===== config.mk =====
export PLATFORM = sky130hd
export DESIGN_NAME = transceiver_startup_sequencer_flat
export DESIGN_NICKNAME = d
export VERILOG_FILES = /design/src/hw/startup_pkg.sv /design/src/hw/startup_if.sv /design/src/hw/transceiver_startup_sequencer.sv /design/src/flat_wrapper.sv
export SDC_FILE = /design/constraint.sdc
export NUM_CORES = 1
export LEC_CHECK = 0
export BUFFER_PORTS_ARGS = -buffer_cell sky130_fd_sc_hd__clkbuf_2
export CAP_MARGIN = 10
export CORE_AREA = 4 4 69 71
export CTS_CLUSTER_SIZE = 24
export DETAILED_ROUTE_END_ITERATION = 8
export DIE_AREA = 0 0 73 75
export GPL_ROUTABILITY_DRIVEN = 0
export PLACE_DENSITY = 0.65
export SLEW_MARGIN = 15
export SYNTH_ARGS = -nofsm -noshare
export SYNTH_HDL_FRONTEND = slang
export SYNTH_SLANG_ARGS = --single-unit

===== constraint.sdc =====
create_clock -name mclk -period 6.1 [get_ports mclk]
set_input_delay 0.915 -clock mclk [delete_from_list [all_inputs] [get_ports mclk]]
set_output_delay 0.915 -clock mclk [all_outputs]
set_load 0.02 [all_outputs]

===== src/hw/startup_pkg.sv =====
/*
  Shared constants for the transceiver start-up sequencer and its host end.
  Assumes a single 20 MHz mclk on both ends.
*/
package startup_pkg;
  // ==========================================================
  // Clock and timing
  localparam int CLK_PERIOD_NS = 50;
  localparam int RESET_MIN_US = 2000;
  localparam int RESET_MIN_CYC = (RESET_MIN_US * 1000 + CLK_PERIOD_NS - 1) / CLK_PERIOD_NS;
  localparam int DLL_CAL_MAX_US = 700;
  localparam int DLL_CAL_MAX_CYC = (DLL_CAL_MAX_US * 1000) / CLK_PERIOD_NS;
  localparam int OSC_START_DEFAULT = 64;
  localparam int DLL_CAL_DEFAULT = 1000;
  // Host margin for the device reset sync and oscillator start
  localparam int SYNC_SETTLE_CYC = 8;
  localparam int CNT_W = 17;
  // ==========================================================
  // Link command codes
  localparam logic [2:0] CMD_NONE = 3'h0;
  localparam logic [2:0] CMD_FW_WORD = 3'h1;
  localparam logic [2:0] CMD_FW_DONE = 3'h2;
  localparam logic [2:0] CMD_DLL_CAL = 3'h3;
  localparam logic [2:0] CMD_POLL = 3'h4;
  localparam logic [2:0] CMD_REFCLK_EN = 3'h5;
  // ==========================================================
  // Status word bits
  localparam int ST_OSC_OK = 0;
  localparam int ST_FW_LOADED = 1;
  localparam int ST_CAL_DONE = 2;
  localparam int ST_REFCLK_ON = 3;
  localparam int ST_W = 4;
  localparam logic [ST_W-1:0] ST_RESET = 4'h0;
  // ==========================================================
  // Configuration path selection
  localparam logic PATH_TWO_WIRE = 1'b0;
  localparam logic PATH_SERIAL = 1'b1;
  localparam int SERIAL_BOOT_MBPS = 100;

  typedef enum logic [2:0] {
    DEV_OSC_WAIT = 3'b000,
    DEV_CONFIG   = 3'b001,
    DEV_CALIB    = 3'b011,
    DEV_READY    = 3'b010,
    DEV_REFCLK   = 3'b110
  } dev_state_t;

  typedef enum logic [2:0] {
    HOST_RESET   = 3'b000,
    HOST_LOAD    = 3'b001,
    HOST_CAL     = 3'b011,
    HOST_POLL    = 3'b010,
    HOST_ENABLE  = 3'b110,
    HOST_DONE    = 3'b111
  } host_state_t;
endpackage : startup_pkg


===== src/hw/startup_if.sv =====
/*
  Link between the baseband host and the transceiver start-up block.
  Assumes both ends share mclk; the testbench joins the two modules here.
*/
`timescale 1ns/100ps
interface startup_if;
  import startup_pkg::*;
  logic reset_n;
  logic cmd_valid;
  logic [2:0] cmd_code;
  logic [7:0] cmd_data;
  logic cmd_path;
  logic rsp_valid;
  logic [ST_W-1:0] rsp_status;
  logic cal_busy;

  modport device (
    input reset_n, cmd_valid, cmd_code, cmd_data, cmd_path,
    output rsp_valid, rsp_status, cal_busy
  );
  modport host (
    output reset_n, cmd_valid, cmd_code, cmd_data, cmd_path,
    input rsp_valid, rsp_status, cal_busy
  );
endinterface : startup_if


===== src/hw/transceiver_startup_sequencer.sv =====
/*
  Device end: start-up sequencer of the transceiver digital core.
  Assumes reset_n arrives from a pin; oscillator and DLL are modelled by counters.
*/
// Summary of operation
// - Core held in async reset while reset_n low
// - Host holds reset until supplies stable
// - Host holds reset at least 2 ms
// - External clock: release only when clock good
// - Oscillator enabled by reset values
// - Reference clock output tri-stated after reset
// - 20 MHz oscillator clock distributed for configuration
// - Configuration over two-wire or serial link
// - Calibration completion reported in polled status
// - DLL calibration completes within 700 us
// - Host enables reference clock after calibration
`timescale 1ns/100ps
module transceiver_startup_sequencer
  import startup_pkg::*;
#(
  parameter int OSC_START_CYC = OSC_START_DEFAULT,
  parameter int DLL_CAL_CYC = DLL_CAL_DEFAULT
) (
  // Clock and board reset
  input wire logic mclk,
  input wire logic reset,
  // Host link
  startup_if.device link,
  // Analog controls
  output logic crystal_oscillator_en,
  output logic osc_regulator_en,
  output logic core_clk_en,
  output logic reference_clock_output_oe,
  output logic reference_clock_output_run,
  // Firmware write port
  output logic fw_we,
  output logic [7:0] fw_data
);
  // ==========================================================
  // Reset pin: asserts at once, releases through sync
  logic rst_n_s1, rst_n_s2, rst_n_s3;
  logic core_rst;
  always_ff @(posedge mclk or negedge link.reset_n) begin
    if (!link.reset_n) begin
      rst_n_s1 <= 1'b0;
      rst_n_s2 <= 1'b0;
      rst_n_s3 <= 1'b0;
    end else begin
      rst_n_s1 <= 1'b1;
      rst_n_s2 <= rst_n_s1;
      rst_n_s3 <= rst_n_s2;
    end
  end
  // Release counts only when the last two stages agree
  assign core_rst = reset | !(rst_n_s2 & rst_n_s3);

  // ==========================================================
  // Sequencer
  dev_state_t state_reg;
  logic [CNT_W-1:0] cnt_reg;
  logic [ST_W-1:0] status_reg;
  logic cal_timeout;
  assign cal_timeout = (cnt_reg >= CNT_W'(DLL_CAL_MAX_CYC - 1)) ||
                       (cnt_reg >= CNT_W'(DLL_CAL_CYC - 1));

  always_ff @(posedge mclk or posedge core_rst) begin
    if (core_rst) begin
      state_reg <= DEV_OSC_WAIT;
      cnt_reg <= '0;
      status_reg <= ST_RESET;
    end else begin
      unique case (state_reg)
        DEV_OSC_WAIT: begin
          // Oscillator already running from reset values
          if (cnt_reg >= CNT_W'(OSC_START_CYC - 1)) begin
            state_reg <= DEV_CONFIG;
            cnt_reg <= '0;
            status_reg[ST_OSC_OK] <= 1'b1;
          end else begin
            cnt_reg <= cnt_reg + 1'b1;
          end
        end
        DEV_CONFIG: begin
          if (link.cmd_valid && link.cmd_code == CMD_FW_DONE) begin
            status_reg[ST_FW_LOADED] <= 1'b1;
          end
          // Calibration ignored until firmware is in
          if (link.cmd_valid && link.cmd_code == CMD_DLL_CAL && status_reg[ST_FW_LOADED]) begin
            state_reg <= DEV_CALIB;
            cnt_reg <= '0;
          end
        end
        DEV_CALIB: begin
          // Capped at the 700 us bound whatever the model says
          if (cal_timeout) begin
            state_reg <= DEV_READY;
            status_reg[ST_CAL_DONE] <= 1'b1;
          end else begin
            cnt_reg <= cnt_reg + 1'b1;
          end
        end
        DEV_READY: begin
          if (link.cmd_valid && link.cmd_code == CMD_REFCLK_EN) begin
            state_reg <= DEV_REFCLK;
            status_reg[ST_REFCLK_ON] <= 1'b1;
          end
        end
        DEV_REFCLK: begin
          state_reg <= DEV_REFCLK;
        end
        default: begin
          state_reg <= DEV_OSC_WAIT;
        end
      endcase
    end
  end

  // ==========================================================
  // Oscillator and regulator enables
  // Held on in and out of reset so the clock never stops
  always_ff @(posedge mclk or posedge core_rst) begin
    if (core_rst) begin
      crystal_oscillator_en <= 1'b1;
    end else begin
      crystal_oscillator_en <= 1'b1;
    end
  end

  always_ff @(posedge mclk or posedge core_rst) begin
    if (core_rst) begin
      osc_regulator_en <= 1'b1;
    end else begin
      osc_regulator_en <= 1'b1;
    end
  end

  // ==========================================================
  // Core clock gate
  // Opens only once the oscillator start count has run out
  always_ff @(posedge mclk or posedge core_rst) begin
    if (core_rst) begin
      core_clk_en <= 1'b0;
    end else begin
      core_clk_en <= status_reg[ST_OSC_OK];
    end
  end

  // ==========================================================
  // Reference clock output
  // Buffer stays tri-stated until the enable command lands
  always_ff @(posedge mclk or posedge core_rst) begin
    if (core_rst) begin
      reference_clock_output_oe <= 1'b0;
    end else begin
      reference_clock_output_oe <= status_reg[ST_REFCLK_ON];
    end
  end

  always_ff @(posedge mclk or posedge core_rst) begin
    if (core_rst) begin
      reference_clock_output_run <= 1'b0;
    end else begin
      reference_clock_output_run <= status_reg[ST_REFCLK_ON];
    end
  end

  // ==========================================================
  // Firmware write port
  // Either path may carry firmware; both share one decoder
  always_ff @(posedge mclk or posedge core_rst) begin
    if (core_rst) begin
      fw_we <= 1'b0;
    end else begin
      fw_we <= link.cmd_valid && link.cmd_code == CMD_FW_WORD &&
               state_reg == DEV_CONFIG && !status_reg[ST_FW_LOADED];
    end
  end

  // Data follows the link every cycle; only fw_we qualifies it
  always_ff @(posedge mclk or posedge core_rst) begin
    if (core_rst) begin
      fw_data <= 8'h00;
    end else begin
      fw_data <= link.cmd_data;
    end
  end

  // ==========================================================
  // Poll answer
  always_ff @(posedge mclk or posedge core_rst) begin
    if (core_rst) begin
      link.rsp_valid <= 1'b0;
    end else begin
      link.rsp_valid <= link.cmd_valid && link.cmd_code == CMD_POLL;
    end
  end

  // Status is refreshed every cycle, not only on a poll
  always_ff @(posedge mclk or posedge core_rst) begin
    if (core_rst) begin
      link.rsp_status <= ST_RESET;
    end else begin
      link.rsp_status <= status_reg;
    end
  end

  // ==========================================================
  // Calibration busy
  // Lags the state by one cycle, like every other output
  always_ff @(posedge mclk or posedge core_rst) begin
    if (core_rst) begin
      link.cal_busy <= 1'b0;
    end else begin
      link.cal_busy <= state_reg == DEV_CALIB;
    end
  end
endmodule : transceiver_startup_sequencer


===== src/flat_wrapper.sv =====
// flat-port wrapper written by rule: the top's interface ports become plain ports
module transceiver_startup_sequencer_flat import startup_pkg::*;
#(
  parameter int OSC_START_CYC = OSC_START_DEFAULT,
  parameter int DLL_CAL_CYC = DLL_CAL_DEFAULT
)
  (mclk, reset, crystal_oscillator_en, osc_regulator_en, core_clk_en, reference_clock_output_oe, reference_clock_output_run, fw_we, fw_data, link_reset_n, link_cmd_valid, link_cmd_code, link_cmd_data, link_cmd_path, link_rsp_valid, link_rsp_status, link_cal_busy);
  startup_if link_i ();
  input wire logic mclk;
  input wire logic reset;
  output logic crystal_oscillator_en;
  output logic osc_regulator_en;
  output logic core_clk_en;
  output logic reference_clock_output_oe;
  output logic reference_clock_output_run;
  output logic fw_we;
  output logic [7:0] fw_data;
  input wire logic [$bits(link_i.reset_n)-1:0] link_reset_n;
  input wire logic [$bits(link_i.cmd_valid)-1:0] link_cmd_valid;
  input wire logic [$bits(link_i.cmd_code)-1:0] link_cmd_code;
  input wire logic [$bits(link_i.cmd_data)-1:0] link_cmd_data;
  input wire logic [$bits(link_i.cmd_path)-1:0] link_cmd_path;
  output wire logic [$bits(link_i.rsp_valid)-1:0] link_rsp_valid;
  output wire logic [$bits(link_i.rsp_status)-1:0] link_rsp_status;
  output wire logic [$bits(link_i.cal_busy)-1:0] link_cal_busy;
  assign link_i.reset_n = link_reset_n;
  assign link_i.cmd_valid = link_cmd_valid;
  assign link_i.cmd_code = link_cmd_code;
  assign link_i.cmd_data = link_cmd_data;
  assign link_i.cmd_path = link_cmd_path;
  assign link_rsp_valid = link_i.rsp_valid;
  assign link_rsp_status = link_i.rsp_status;
  assign link_cal_busy = link_i.cal_busy;
  transceiver_startup_sequencer #(.OSC_START_CYC(OSC_START_CYC), .DLL_CAL_CYC(DLL_CAL_CYC)) u_core (.mclk(mclk), .reset(reset), .link(link_i), .crystal_oscillator_en(crystal_oscillator_en), .osc_regulator_en(osc_regulator_en), .core_clk_en(core_clk_en), .reference_clock_output_oe(reference_clock_output_oe), .reference_clock_output_run(reference_clock_output_run), .fw_we(fw_we), .fw_data(fw_data));
endmodule

==> results.txt <==
status: complete, no violations
yosys warns: 0
first-pass GRT wire length: 5930 um
# diodes: 0
Async SR Flop Fraction: 1.00
CTS sink count: 42
largest fanout on the critical path: 12
compound-gate portion of the synthesized area: 0.120
Initial DRT Pass Iterations: 4
main flop type after synthesis: dfrtp_1
CP startpoint kind: flop
vias per inst: 5.55
post-route insts no fill: 242
synthesized flop and latch total: 42
highest clock rate: 358 MHz
CP bufs+invs: 0
Pwr Density: 377 nW/um2
routed wire length: 3520 um
reg2reg start: u_core.cnt_reg[12]
Post-CTS Hold Buffers: 0
Finished Core Util: 0.493
Crit. End Element: flop
initial DRC count: 63
worst path arrival time: 3.02 ns
Final Hold Viols: 0
WHS Path Cells: 0
H-tree depth: 2
layout cell share with drive strength beyond 1: 0.279
Seq/Total Area, Yosys: 0.585
top-count cell post-synth: dfrtp_1
Yosys cell types: 44
I/O pin count: 36
post-synth top area cell: dfrtp_1
area grow syn2layout: 16.2%
cell chain of the critical path: or4_4 > nand3b_1 > o41ai_2 > nor3b_4 > mux2_2
Cell Area, Placed: 1970 um2
final setup violation count: 0
final layout net count: 206
Skew-Pair Late Insertion Delay: 0.30 ns
Worst slew margin: 0.391
DR DRC count: 0
clk root buf: clkbuf_8
pin count of the biggest net entering global routing: 40
CTS tree: built
synthesized cell area: 1800 um2
RSZ-0062 raised after global routing: no
Worst-Margin Slew: 0.904 ns
Wirelength per Cell: 14.5 um
number of flip-flops in the largest register: 17
fill cell count: 403
DP HPWL: 2480 um
IO buf count: 32
cells after synthesis: 155
final instance area: 2090 um2
hold path startpoint: u_core.rst_n_s1
post-CTS setup buffer count: 0
row cnt: 24
worst r2r dst: u_core.cnt_reg[0]
worst path required time: 6.33 ns
CP max stage cell: o41ai_2
fin crit period: 2.79 ns
Clock transition at path regs: 0.08 ns
Max Root-Sink Buffers: 2
die footprint: 5480 um2
CTS buffer count: 5
CP max stage delay: 0.82 ns
hold endpoint: u_core.rst_n_s2
clock skew: 0.00816 ns
synth cell count leaders: dfrtp_1, nor2_1, nand2_1
number of routed nets with antenna violations: 0
adder-cell share of the synthesized area: 0.00696
setup tns final: 0 ns
height of the die: 75 um
vias in the first global route: 1320
CTS resizes: 0
Reg2Reg Setup Slack: 3.31 ns
leakage power: 1.05 nW
syn_area_per_cell: 11.6 um2
initial antenna violation count: 0
GR Util All Layers: 0.144
fin crit share: 0.458
core area: 4230 um2
Post-Synth Simple-Gate Area: 0.232
Post-synth EDFFs: 0
Chip Width: 73 um
Crit path max-delay family: simple AND/OR/NAND/NOR gates
maximum VDD drop: 170 uV
largest family of logic cells by synthesized area: simple AND/OR/NAND/NOR gates
FF-to-FF path depth: 5
Yosys top cell area share: 0.585
largest cells by area after synthesis: dfrtp_1, a221o_1, and3_1
critical path class: flop to flop
worst hold path type: flop to flop
xor/xnor share of the synthesized area: 0
Hold Slack: 0.356 ns
DR vias: 1344
post-synthesis mux area share: 0.00626
Slew Limit Fails: 0
GR Overflow Total: 0
Placed Instances: 233
effective utilization at floorplan: 0.425
Max-Cap Viols: 0
-- where the power goes --
part	switching (W)	total [W]	internal, W	leakage [nW]
registers	0.0000425	0.000361	0.000318	0.542
clock network	0.0000995	0.000181	0.0000817	0.0408
logic	0.000150	0.000246	0.0000966	0.463
total	0.000292	0.000789	0.000497	1.05
-- cell usage in the layout (no fill, tap or decap), types with 2 or more instances in the layout --
master	instances
nor2_1	13
nand2_1	12
a22o_1	2
nor3_1	6
and2_1	5
dfrtp_1	42
o41ai_1	2
or2_2	2
clkbuf_2	32
nor2b_1	3
nor4_1	3
nand3_1	7
clkbuf_8	5
a221o_1	6
a2bb2oi_1	2
or3_1	2
nand4_1	2
conb_1	3
clkinvlp_4	2
and3_1	9
inv_1	5
-- worst max path at each step --
stage,from,end,cells after the start
2_1_floorplan,reset,async pin,1
3_3_place_gp,link_cmd_code[1],u_core.cnt_reg[4],6
3_5_place_dp,link_cmd_code[1],u_core.cnt_reg[9],6
4_1_cts,u_core.cnt_reg[12],u_core.cnt_reg[9],5
5_1_grt,u_core.cnt_reg[12],u_core.cnt_reg[9],5
6_report,u_core.cnt_reg[12],u_core.cnt_reg[0],5
-- area by class of cell --
type / instances / area (um2) / area share
Sequential cell: 42 / 1050 / 0.503
Clock buffer: 5 / 68.8 / 0.0329
Multi-Input combinational cell: 102 / 674 / 0.323
Tap cell: 52 / 65.1 / 0.0311
Timing Repair Buffer: 33 / 188 / 0.0898
Inverter: 5 / 18.8 / 0.00898
Clock inverter: 3 / 23.8 / 0.0114
-- logic make-up after synthesis --
kind of cell,Yosys count
AO/OA/AOI/OAI,23
adder cells (fa/ha/maj),1
AND/OR/NAND/NOR,74
multiplexers,1
flip-flops,42
buffers and inverters,13
other,1
-- routing by layer --
metal / wire length, um / track usage
met1: 1490 / 0.164
met2: 1640 / 0.241
met3: 306 / 0.0494
met4: 83 / 0.0717
met5: 0 / 0
-- per-stage QoR --
step           setup slack [ns]  power [W]
2_1_floorplan              3.01   0.000579
3_3_place_gp               3.31   0.000602
3_5_place_dp               3.27   0.000611
4_1_cts                    3.32   0.000797
5_1_grt                    3.15   0.000841
6_report                   3.31   0.000789
Power figures use the tool's default switching activity.
